==> config.mk <==
export PLATFORM = sky130hd
export DESIGN_NAME = slmcs_top
export DESIGN_NICKNAME = d
export VERILOG_FILES = /design/src/slmcs_pkg.sv /design/src/slmcs_top.sv
export SDC_FILE = /design/constraint.sdc
export NUM_CORES = 1
export LEC_CHECK = 0
export BUFFER_PORTS_ARGS = -buffer_cell sky130_fd_sc_hd__buf_2
export CORE_MARGIN = 5
export CORE_UTILIZATION = 50
export CTS_CLUSTER_DIAMETER = 100
export CTS_CLUSTER_SIZE = 14
export DETAILED_ROUTE_END_ITERATION = 8
export GPL_ROUTABILITY_DRIVEN = 0
export PLACE_DENSITY = 0.72
export SYNTH_ARGS = -nofsm -noshare
export SYNTH_HDL_FRONTEND = slang
export SYNTH_SLANG_ARGS = --single-unit
export TNS_END_PERCENT = 50
==> constraint.sdc <==
create_clock -name core_clk -period 6.2 [get_ports core_clk]
set_input_delay 1.24 -clock core_clk [delete_from_list [all_inputs] [get_ports core_clk]]
set_output_delay 1.24 -clock core_clk [all_outputs]
set_load 0.01 [all_outputs]
==> src/slmcs_pkg.sv <==
/*
 * Constants and carrier types for the line command sequencer.
 * Assumes a single core clock domain; used by slmcs_top, its checker and the bench.
 */
`default_nettype none

package slmcs_pkg;

    // =========================================================
    // Host-side command codes (byte after the write address)
    // =========================================================
    localparam logic [7:0] CMD_LINE_RESET  = 8'hb4;
    localparam logic [7:0] CMD_SINGLE_SLOT = 8'h87;
    localparam logic [7:0] CMD_WRITE_BYTE  = 8'ha5;
    localparam logic [7:0] CMD_PORT_ADJUST = 8'hc3;
    localparam logic [7:0] CMD_POINTER_SET = 8'he1;

    // =========================================================
    // Read pointer codes
    // =========================================================
    localparam logic [7:0] PTR_CODE_STATUS = 8'hf0;
    localparam logic [7:0] PTR_CODE_PORT   = 8'hb4;

    // =========================================================
    // Status byte bit positions
    // =========================================================
    localparam int STS_BUSY_BIT  = 0;
    localparam int STS_PRES_BIT  = 1;
    localparam int STS_SHORT_BIT = 2;
    localparam int STS_SLOT_BIT  = 5;

    // =========================================================
    // Port adjust control byte layout and defaults
    // =========================================================
    localparam int         PADJ_SEL_LSB   = 5;
    localparam int         PADJ_VAL_W     = 4;
    localparam int         SLOT_VAL_BIT   = 7;
    localparam logic [3:0] PORT_PARAM_RST = 4'h6;

    // =========================================================
    // Host bus framing
    // =========================================================
    localparam logic [3:0] BITS_PER_BYTE = 4'h8;

    typedef enum logic [1:0] {
        SLMCS_OP_RESET,
        SLMCS_OP_SLOT,
        SLMCS_OP_WRITE
    } slmcs_op_t;

    typedef enum logic {
        SLMCS_PTR_STATUS,
        SLMCS_PTR_PORT
    } slmcs_ptr_t;

    typedef struct packed {
        slmcs_op_t  op;
        logic [7:0] data;
    } slmcs_line_cmd_t;

    typedef struct packed {
        logic presence;
        logic short_det;
        logic slot_bit;
    } slmcs_line_res_t;

endpackage

`default_nettype wire

==> src/slmcs_top.sv <==
/*
 * Command sequencer of a two-wire-host to single-line bridge: host bus slave,
 * command decode, busy tracking, status and port parameter readback.
 * Assumes a line waveform engine on core_clk that drains line commands and
 * pulses line_done when the whole waveform including recovery is over.
 */
// Notes on behaviour
// - Accepted port adjust command points the read pointer at port parameters.
// - Port reads return successive parameter bytes while the host acknowledges.
// - Line reset outcome is readable in status after completion.
// - Status byte is refreshed on every read byte for busy polling.
// - Busy refuses line command codes with no acknowledge and no execution.
// - Single slot parameter byte is acknowledged; result read from status.
// - Slot result is in status by the time busy falls.
// - Write byte shifts one byte out, captures nothing, busy marks completion.
// - Port adjust control byte is always acknowledged once the code is taken.
`timescale 1ns/100ps
`default_nettype none

module slmcs_top
    import slmcs_pkg::*;
#(
    parameter logic [6:0] SLAVE_ADDR  = 7'h18,
    parameter int         N_PORT      = 4,
    parameter int         BUF_DEPTH   = 2
)(
    // Clock and reset
    input  wire logic                  core_clk,
    input  wire logic                  rst_n,
    // Host bus pins
    input  wire logic                  scl_i,
    input  wire logic                  sda_i,
    output logic                       sda_o,
    output logic                       sda_oe,
    // Line engine command stream
    output logic                       line_cmd_valid,
    input  wire logic                  line_cmd_ready,
    output slmcs_line_cmd_t            line_cmd,
    // Line engine completion
    input  wire logic                  line_done,
    input  wire slmcs_line_res_t       line_res,
    // Port timing parameters and busy flag
    output logic [N_PORT*PADJ_VAL_W-1:0] port_params,
    output logic                       line_busy_flag
);

    localparam int PIW = (N_PORT > 1) ? $clog2(N_PORT) : 1;
    localparam int BPW = (BUF_DEPTH > 1) ? $clog2(BUF_DEPTH) : 1;

    typedef enum logic [2:0] {
        ST_IDLE,
        ST_RX,
        ST_RX_ACK,
        ST_TX,
        ST_TX_ACK
    } slmcs_state_t;

    // =========================================================
    // Pin synchronisers and edge detection
    // =========================================================
    logic [2:0] scl_q;
    logic [2:0] sda_q;

    always_ff @(posedge core_clk or negedge rst_n)
    begin
        if (!rst_n)
        begin
            scl_q <= 3'h7;
            sda_q <= 3'h7;
        end
        else
        begin
            scl_q <= {scl_q[1:0], scl_i};
            sda_q <= {sda_q[1:0], sda_i};
        end
    end

    logic scl_rise;
    logic scl_fall;
    logic bus_start;
    logic bus_stop;
    assign scl_rise  = scl_q[1] & ~scl_q[2];
    assign scl_fall  = ~scl_q[1] & scl_q[2];
    assign bus_start = scl_q[1] & scl_q[2] & ~sda_q[1] & sda_q[2];
    assign bus_stop  = scl_q[1] & scl_q[2] & sda_q[1] & ~sda_q[2];

    // =========================================================
    // Two-entry command buffer
    // =========================================================
    slmcs_line_cmd_t        buf_mem_q [BUF_DEPTH];
    logic [BPW-1:0]         buf_wr_q;
    logic [BPW-1:0]         buf_rd_q;
    logic [BPW:0]           buf_cnt_q;
    logic                   buf_in_ready;
    logic                   enq;
    slmcs_line_cmd_t        enq_cmd;
    logic                   deq;

    assign buf_in_ready   = (buf_cnt_q != (BPW+1)'(BUF_DEPTH));
    assign line_cmd_valid = (buf_cnt_q != '0);
    assign line_cmd       = buf_mem_q[buf_rd_q];
    assign deq            = line_cmd_valid & line_cmd_ready;

    always_ff @(posedge core_clk or negedge rst_n)
    begin
        if (!rst_n)
        begin
            buf_wr_q  <= '0;
            buf_rd_q  <= '0;
            buf_cnt_q <= '0;
        end
        else
        begin
            if (enq && buf_in_ready)
                buf_wr_q <= (buf_wr_q == BPW'(BUF_DEPTH-1)) ? '0 : buf_wr_q + 1'b1;
            if (deq)
                buf_rd_q <= (buf_rd_q == BPW'(BUF_DEPTH-1)) ? '0 : buf_rd_q + 1'b1;
            buf_cnt_q <= buf_cnt_q + (BPW+1)'(enq && buf_in_ready) - (BPW+1)'(deq);
        end
    end

    always_ff @(posedge core_clk)
    begin
        if (enq && buf_in_ready)
            buf_mem_q[buf_wr_q] <= enq_cmd;
    end

    // =========================================================
    // Host bus byte engine
    // =========================================================
    slmcs_state_t state_q;
    logic [7:0]   shift_q;
    logic [3:0]   bit_cnt_q;
    logic         first_q;
    logic         rd_q;
    logic [1:0]   byte_idx_q;
    logic [7:0]   cmd_q;
    logic         mack_q;
    logic         busy_q;
    logic         rx_ack;
    slmcs_ptr_t   ptr_q;
    logic [PIW-1:0] pidx_q;
    logic [7:0]   status;
    logic [7:0]   rd_byte;
    logic         pres_q;
    logic         short_q;
    logic         slot_q;
    slmcs_op_t    last_op_q;
    logic [PADJ_VAL_W-1:0] port_q [N_PORT];

    logic line_code;
    logic rx_done;
    assign line_code = (shift_q == CMD_LINE_RESET) || (shift_q == CMD_SINGLE_SLOT)
                    || (shift_q == CMD_WRITE_BYTE);
    assign rx_done   = (state_q == ST_RX) && scl_fall && (bit_cnt_q == BITS_PER_BYTE);

    // Acknowledge decision for a received byte
    always_comb
    begin
        rx_ack     = 1'b0;
        enq        = 1'b0;
        enq_cmd.op   = SLMCS_OP_RESET;
        enq_cmd.data = shift_q;
        if (first_q)
            rx_ack = (shift_q[7:1] == SLAVE_ADDR);
        else if (byte_idx_q == 2'h0)
        begin
            if (line_code)
                rx_ack = ~busy_q & buf_in_ready;
            else if (shift_q == CMD_PORT_ADJUST)
                rx_ack = ~busy_q;
            else
                rx_ack = (shift_q == CMD_POINTER_SET);
            enq = rx_ack & (shift_q == CMD_LINE_RESET);
        end
        else if (byte_idx_q == 2'h1)
        begin
            case (cmd_q)
                CMD_SINGLE_SLOT:
                begin
                    rx_ack     = buf_in_ready;
                    enq        = buf_in_ready;
                    enq_cmd.op = SLMCS_OP_SLOT;
                end
                CMD_WRITE_BYTE:
                begin
                    rx_ack     = buf_in_ready;
                    enq        = buf_in_ready;
                    enq_cmd.op = SLMCS_OP_WRITE;
                end
                CMD_PORT_ADJUST: rx_ack = 1'b1;
                CMD_POINTER_SET: rx_ack = (shift_q == PTR_CODE_STATUS)
                                       || (shift_q == PTR_CODE_PORT);
                default:         rx_ack = 1'b0;
            endcase
        end
        enq = enq & rx_done;
    end

    // Status byte, sampled fresh for every read byte
    always_comb
    begin
        status                = 8'h00;
        status[STS_BUSY_BIT]  = busy_q;
        status[STS_PRES_BIT]  = pres_q;
        status[STS_SHORT_BIT] = short_q;
        status[STS_SLOT_BIT]  = slot_q;
        rd_byte = (ptr_q == SLMCS_PTR_PORT) ? 8'(port_q[pidx_q]) : status;
    end

    // Bus state and shifting
    always_ff @(posedge core_clk or negedge rst_n)
    begin
        if (!rst_n)
        begin
            state_q    <= ST_IDLE;
            shift_q    <= 8'h00;
            bit_cnt_q  <= 4'h0;
            first_q    <= 1'b0;
            rd_q       <= 1'b0;
            byte_idx_q <= 2'h0;
            cmd_q      <= 8'h00;
            mack_q     <= 1'b0;
            sda_oe     <= 1'b0;
        end
        else if (bus_start)
        begin
            state_q   <= ST_RX;
            bit_cnt_q <= 4'h0;
            first_q   <= 1'b1;
            sda_oe    <= 1'b0;
        end
        else if (bus_stop)
        begin
            state_q <= ST_IDLE;
            sda_oe  <= 1'b0;
        end
        else
        begin
            case (state_q)
                ST_RX:
                begin
                    if (scl_rise && bit_cnt_q != BITS_PER_BYTE)
                    begin
                        shift_q   <= {shift_q[6:0], sda_q[1]};
                        bit_cnt_q <= bit_cnt_q + 4'h1;
                    end
                    if (rx_done)
                    begin
                        sda_oe    <= rx_ack;
                        state_q   <= ST_RX_ACK;
                        bit_cnt_q <= 4'h0;
                        if (first_q)
                        begin
                            rd_q       <= shift_q[0];
                            byte_idx_q <= 2'h0;
                        end
                        else
                        begin
                            if (byte_idx_q == 2'h0)
                                cmd_q <= shift_q;
                            if (byte_idx_q != 2'h3)
                                byte_idx_q <= byte_idx_q + 2'h1;
                        end
                        mack_q <= rx_ack;
                    end
                end
                ST_RX_ACK:
                begin
                    if (scl_fall)
                    begin
                        first_q <= 1'b0;
                        if (!mack_q)
                        begin
                            sda_oe  <= 1'b0;
                            state_q <= ST_IDLE;
                        end
                        else if (rd_q)
                        begin
                            shift_q   <= rd_byte;
                            sda_oe    <= ~rd_byte[7];
                            bit_cnt_q <= 4'h1;
                            state_q   <= ST_TX;
                        end
                        else
                        begin
                            sda_oe  <= 1'b0;
                            state_q <= ST_RX;
                        end
                    end
                end
                ST_TX:
                begin
                    if (scl_fall)
                    begin
                        if (bit_cnt_q == BITS_PER_BYTE)
                        begin
                            sda_oe  <= 1'b0;
                            state_q <= ST_TX_ACK;
                        end
                        else
                        begin
                            sda_oe    <= ~shift_q[6];
                            shift_q   <= {shift_q[6:0], 1'b0};
                            bit_cnt_q <= bit_cnt_q + 4'h1;
                        end
                    end
                end
                ST_TX_ACK:
                begin
                    if (scl_rise)
                        mack_q <= ~sda_q[1];
                    if (scl_fall)
                    begin
                        if (mack_q)
                        begin
                            shift_q   <= rd_byte;
                            sda_oe    <= ~rd_byte[7];
                            bit_cnt_q <= 4'h1;
                            state_q   <= ST_TX;
                        end
                        else
                            state_q <= ST_IDLE;
                    end
                end
                default: state_q <= ST_IDLE;
            endcase
        end
    end

    assign sda_o = 1'b0;

    // =========================================================
    // Read pointer and port parameter index
    // =========================================================
    logic adj_code_taken;
    logic ptr_set_taken;
    logic tx_next;
    assign adj_code_taken = rx_done && rx_ack && !first_q && (byte_idx_q == 2'h0)
                          && (shift_q == CMD_PORT_ADJUST);
    assign ptr_set_taken  = rx_done && rx_ack && !first_q && (byte_idx_q == 2'h1)
                          && (cmd_q == CMD_POINTER_SET);
    assign tx_next = (state_q == ST_TX) && scl_fall && (bit_cnt_q == BITS_PER_BYTE);

    always_ff @(posedge core_clk or negedge rst_n)
    begin
        if (!rst_n)
        begin
            ptr_q  <= SLMCS_PTR_STATUS;
            pidx_q <= '0;
        end
        else if (adj_code_taken)
        begin
            ptr_q  <= SLMCS_PTR_PORT;
            pidx_q <= '0;
        end
        else if (ptr_set_taken)
        begin
            ptr_q  <= (shift_q == PTR_CODE_PORT) ? SLMCS_PTR_PORT : SLMCS_PTR_STATUS;
            pidx_q <= '0;
        end
        else if (enq)
            ptr_q <= SLMCS_PTR_STATUS;
        else if (tx_next && ptr_q == SLMCS_PTR_PORT)
            pidx_q <= (pidx_q == PIW'(N_PORT-1)) ? '0 : pidx_q + 1'b1;
    end

    // =========================================================
    // Port parameter store
    // =========================================================
    logic adj_ctrl_taken;
    assign adj_ctrl_taken = rx_done && !first_q && (byte_idx_q == 2'h1)
                          && (cmd_q == CMD_PORT_ADJUST);

    genvar gi;
    generate
        for (gi = 0; gi < N_PORT; gi++)
        begin : g_port
            always_ff @(posedge core_clk or negedge rst_n)
            begin
                if (!rst_n)
                    port_q[gi] <= PORT_PARAM_RST;
                else if (adj_ctrl_taken && shift_q[7:PADJ_SEL_LSB] == 3'(gi))
                    port_q[gi] <= shift_q[PADJ_VAL_W-1:0];
            end
            assign port_params[gi*PADJ_VAL_W +: PADJ_VAL_W] = port_q[gi];
        end
    endgenerate

    // =========================================================
    // Busy flag and line results
    // =========================================================
    always_ff @(posedge core_clk or negedge rst_n)
    begin
        if (!rst_n)
        begin
            busy_q    <= 1'b0;
            last_op_q <= SLMCS_OP_RESET;
        end
        else if (enq)
        begin
            busy_q    <= 1'b1;
            last_op_q <= enq_cmd.op;
        end
        else if (line_done)
            busy_q <= 1'b0;
    end

    always_ff @(posedge core_clk or negedge rst_n)
    begin
        if (!rst_n)
        begin
            pres_q  <= 1'b0;
            short_q <= 1'b0;
            slot_q  <= 1'b0;
        end
        else if (line_done && busy_q)
        begin
            if (last_op_q == SLMCS_OP_RESET)
            begin
                pres_q  <= line_res.presence;
                short_q <= line_res.short_det;
            end
            else if (last_op_q == SLMCS_OP_SLOT)
                slot_q <= line_res.slot_bit;
        end
    end

    assign line_busy_flag = busy_q;

endmodule // slmcs_top

`default_nettype wire

==> impl_results.md <==
- Max Slew Vio Count: 0
- Starting DRC count in detailed routing: 166
- Highest Clock Rate: between 300 and 400 MHz
- Fin Hold WS: around 0.36 ns
- Min cycle time layout: approximately 3.2 ns
- Fill cells: 698
- Antenna Cells: 0
- Syn nets: 375
- Cell Area, Placed: about 4500 µm²
- CTS tree: done
- Reg clk slew, reported paths: roughly 0.090 ns
- Synth async-reset ratio: roughly three quarters
- Normalized max-slew margin: 32.7%
- Vias in the first global route: 2745
- Switch Pwr: ~520 µW
- Cell area after synthesis: between 4000 and 5000 µm²
- First-pass GRT wire length: approximately 14000 µm
- Core ar.: 8260 µm²
- Drt pass-1 iters: 4
- Die area: about 10000 µm²
- Synth area leaders: dfrtp_1, edfxtp_1, mux2_2, dfstp_2, ha_1
- Cts bufs inserted: 9
- Post_cts resized: 0
- All-layer global routing usage: 16.9%
- Pwr/cell area: between 300 and 400 nW/µm²
- Final clock skew: roughly 0.012 ns
- Via count: 2834
- H-tree Lvls: 3
- Clock Tree Buf Depth: 2
- P_int: 988 µW
- Endpoints failing setup: 0
- Die X-Extent: about 100 µm
- Worst hold path class: flip-flop to flip-flop
- Unrepaired setup endpoints after global routing: no
- Vias/cell: ~5.7
- Ports: 39
- Switching share of total power: 34.5%
- Height of the die: 102 µm
- Layout cell share with drive strength beyond 1: 31.1%
- Seq cells post-synth: between 80 and 90
- Final-report hold violation count: 0
- # Post-CTS Setup Buffers: 0
- Antenna-violating nets left: 0
- Power Total: 1510 µW
- Drt total wl: between 8000 and 9000 µm
- Syn Area/Cell: 11.9 µm²
- Dpl hpwl: between 5000 and 6000 µm
- Critical path arrival: around 3.1 ns
- Final worst path period share: between 50 and 60%
- Leakage power: 0.00204 µW
- Number of port buffers: 37
- Routed wl met3: approximately 470 µm
- Seq/Total Area, Yosys: 52.0%
- Yosys top cell area share: 29.3%
- Skew-Pair Late Insertion Delay: ~0.36 ns
- Worst setup EP type: flip-flop
- NumNets Final: slightly above 400
- Outcome: finished clean
- Highest Signal Layer: met4
- Initial Util: between 50% and 60%
- Slew @ Worst Pin: about 1.0 ns
- Synth Flop Type: dfrtp_1
- Routed len/inst: approximately 17 µm
- Area Growth Syn to Fin: 9.68%
- Hold_buf cts: 0
- TNS Setup: 0 ns
- Rows: 33
- Syn Inst Count: about 360
- CP Data Required Time: roughly 6.2 ns
- MaxCap Viol Count: 0
- Comb power frac: between 20% and 30%
- Reg power frac: 52.0%
- # DRC: 0
- Number of distinct library cells after synthesis: 66
- CP Class: flip-flop to flip-flop
- Ys Warns: 0
- Worst vdd ir: between 150 and 200 µV
- Fin cells: 497
- Worst Setup Start Kind: flip-flop
- Largest net degree at the start of global routing: 65
- Initial antenna violation count: 0
- EDFF count, synth: 20
- Root Driver: clkbuf_8
- Top cell type by total area after synthesis: dfrtp_1
- Clock share of power: 25.6%
- Crit path max fanout: 10
- # clock sinks: 84
- Final instance area: 4680 µm²
- Met1 Routed Length: between 3000 and 4000 µm
- Total grt overflow: 0
- Cell count after placement: just under 500
- Routed length on met2: between 3000 and 4000 µm
==> critical path, stage by stage (launching register included) <==
cell,delay [ns]
dfrtp_1,0.42
inv_1,0.09
ha_1,0.20
nand3b_4,0.12
or4_4,0.61
nor2_8,0.13
nand4bb_1,0.40
nor2_1,0.83
==> layout make-up <==
class	instances	area, µm²	area share (%)
clock buffers	10	149	3.18
inverters	16	60.1	1.28
repair buffers	38	193	4.12
clock inverters	6	50.0	1.07
flip-flops and latches	84	2220	47.4
multi-input cells	238	1880	40.1
well taps	105	131	2.81
==> path summary, 6_finish.rpt <==
kind / start / end / slack (ns) / cells after the start
min in group asynchronous: rst_n / buf_cnt_q[1] / 1.04 / 2
setup / recovery: bit_cnt_q[0] / buf_mem_q[0][6] / 3.04 / 7
setup reg to reg: bit_cnt_q[0] / buf_mem_q[0][6] / 3.04 / 7
max in group asynchronous: rst_n / shift_q[7] / 4.59 / 2
hold / removal: scl_q[0] / scl_q[1] / 0.36 / 0
hold reg to reg: scl_q[0] / scl_q[1] / 0.36 / 0
==> per-layer routing <==
layer	track usage, %	vias to the layer above
li1	-	1347
met1	24.3	1386
met2	24.9	85
met3	3.28	16
met5	0	-
met4	7.37	0
==> synth_stat cells (6+ instances only) <==
cell	n
nand2b_1	10
inv_1	16
nor2b_1	9
mux2_2	35
clkbuf_1	9
dfstp_2	14
nand2_1	24
edfxtp_1	20
nor2_1	19
o21ai_0	14
buf_2	7
a21oi_1	13
ha_1	8
dfrtp_1	50
nand3_1	7
mux2i_1	8
xnor2_1	6
==> power groups by stage <==
stage / combinational [µW] / clock (µW) / sequential [µW]
6_report: 338 / 386 / 783
5_1_grt: 379 / 419 / 799
4_1_cts: 341 / 397 / 782
3_5_place_dp: 337 / 0 / 793
3_3_place_gp: 329 / 0 / 787
2_1_floorplan: 335 / 0 / 698
==> registers in the layout, indices dropped and copies added, names as in the netlist, 3 cells and up <==
| register | cells |
|---|---|
| buf_mem_q | 20 |
| sda_q | 3 |
| state_q | 3 |
| shift_q | 8 |
| scl_q | 3 |
| cmd_q | 8 |
| port_params | 16 |
| bit_cnt_q | 4 |
==> metrics by stage <==
stage / utilization, % / worst slack (ns)
detailed placement: 54.2 / 3.05
CTS: 56.7 / 3.04
global route: 56.7 / 2.83
global placement: 54.2 / 3.19
floorplan: - / 3.62
finish: 56.7 / 3.04
==> cell usage in the layout (no fill, tap or decap), types with 6 or more instances in the layout <==
master	instances
o21ai_0	14
nor2b_1	9
nand2_1	24
mux2i_1	8
nand3_1	7
a21oi_1	13
mux2_2	35
xnor2_1	6
dfrtp_1	50
inv_1	16
ha_1	8
nand2b_1	10
edfxtp_1	20
nor2_1	19
dfstp_2	14
clkbuf_8	9
buf_2	37
==> logic make-up (layout without fill, tap and decap cells) <==
family,after synthesis,after routing,share of synthesized area [%]
buffers and inverters,36,70,3.99
xor gates and xnor gates,7,7,1.44
AOI/OAI and AO/OA,60,60,9.45
DFF,84,84,52.0
other,1,1,0.0879
adders and majority gates,8,8,2.35
muxes,51,51,14.6
and+or+nand+nor,111,111,16.0
No activity file was read; power rests on OpenSTA's default activity.
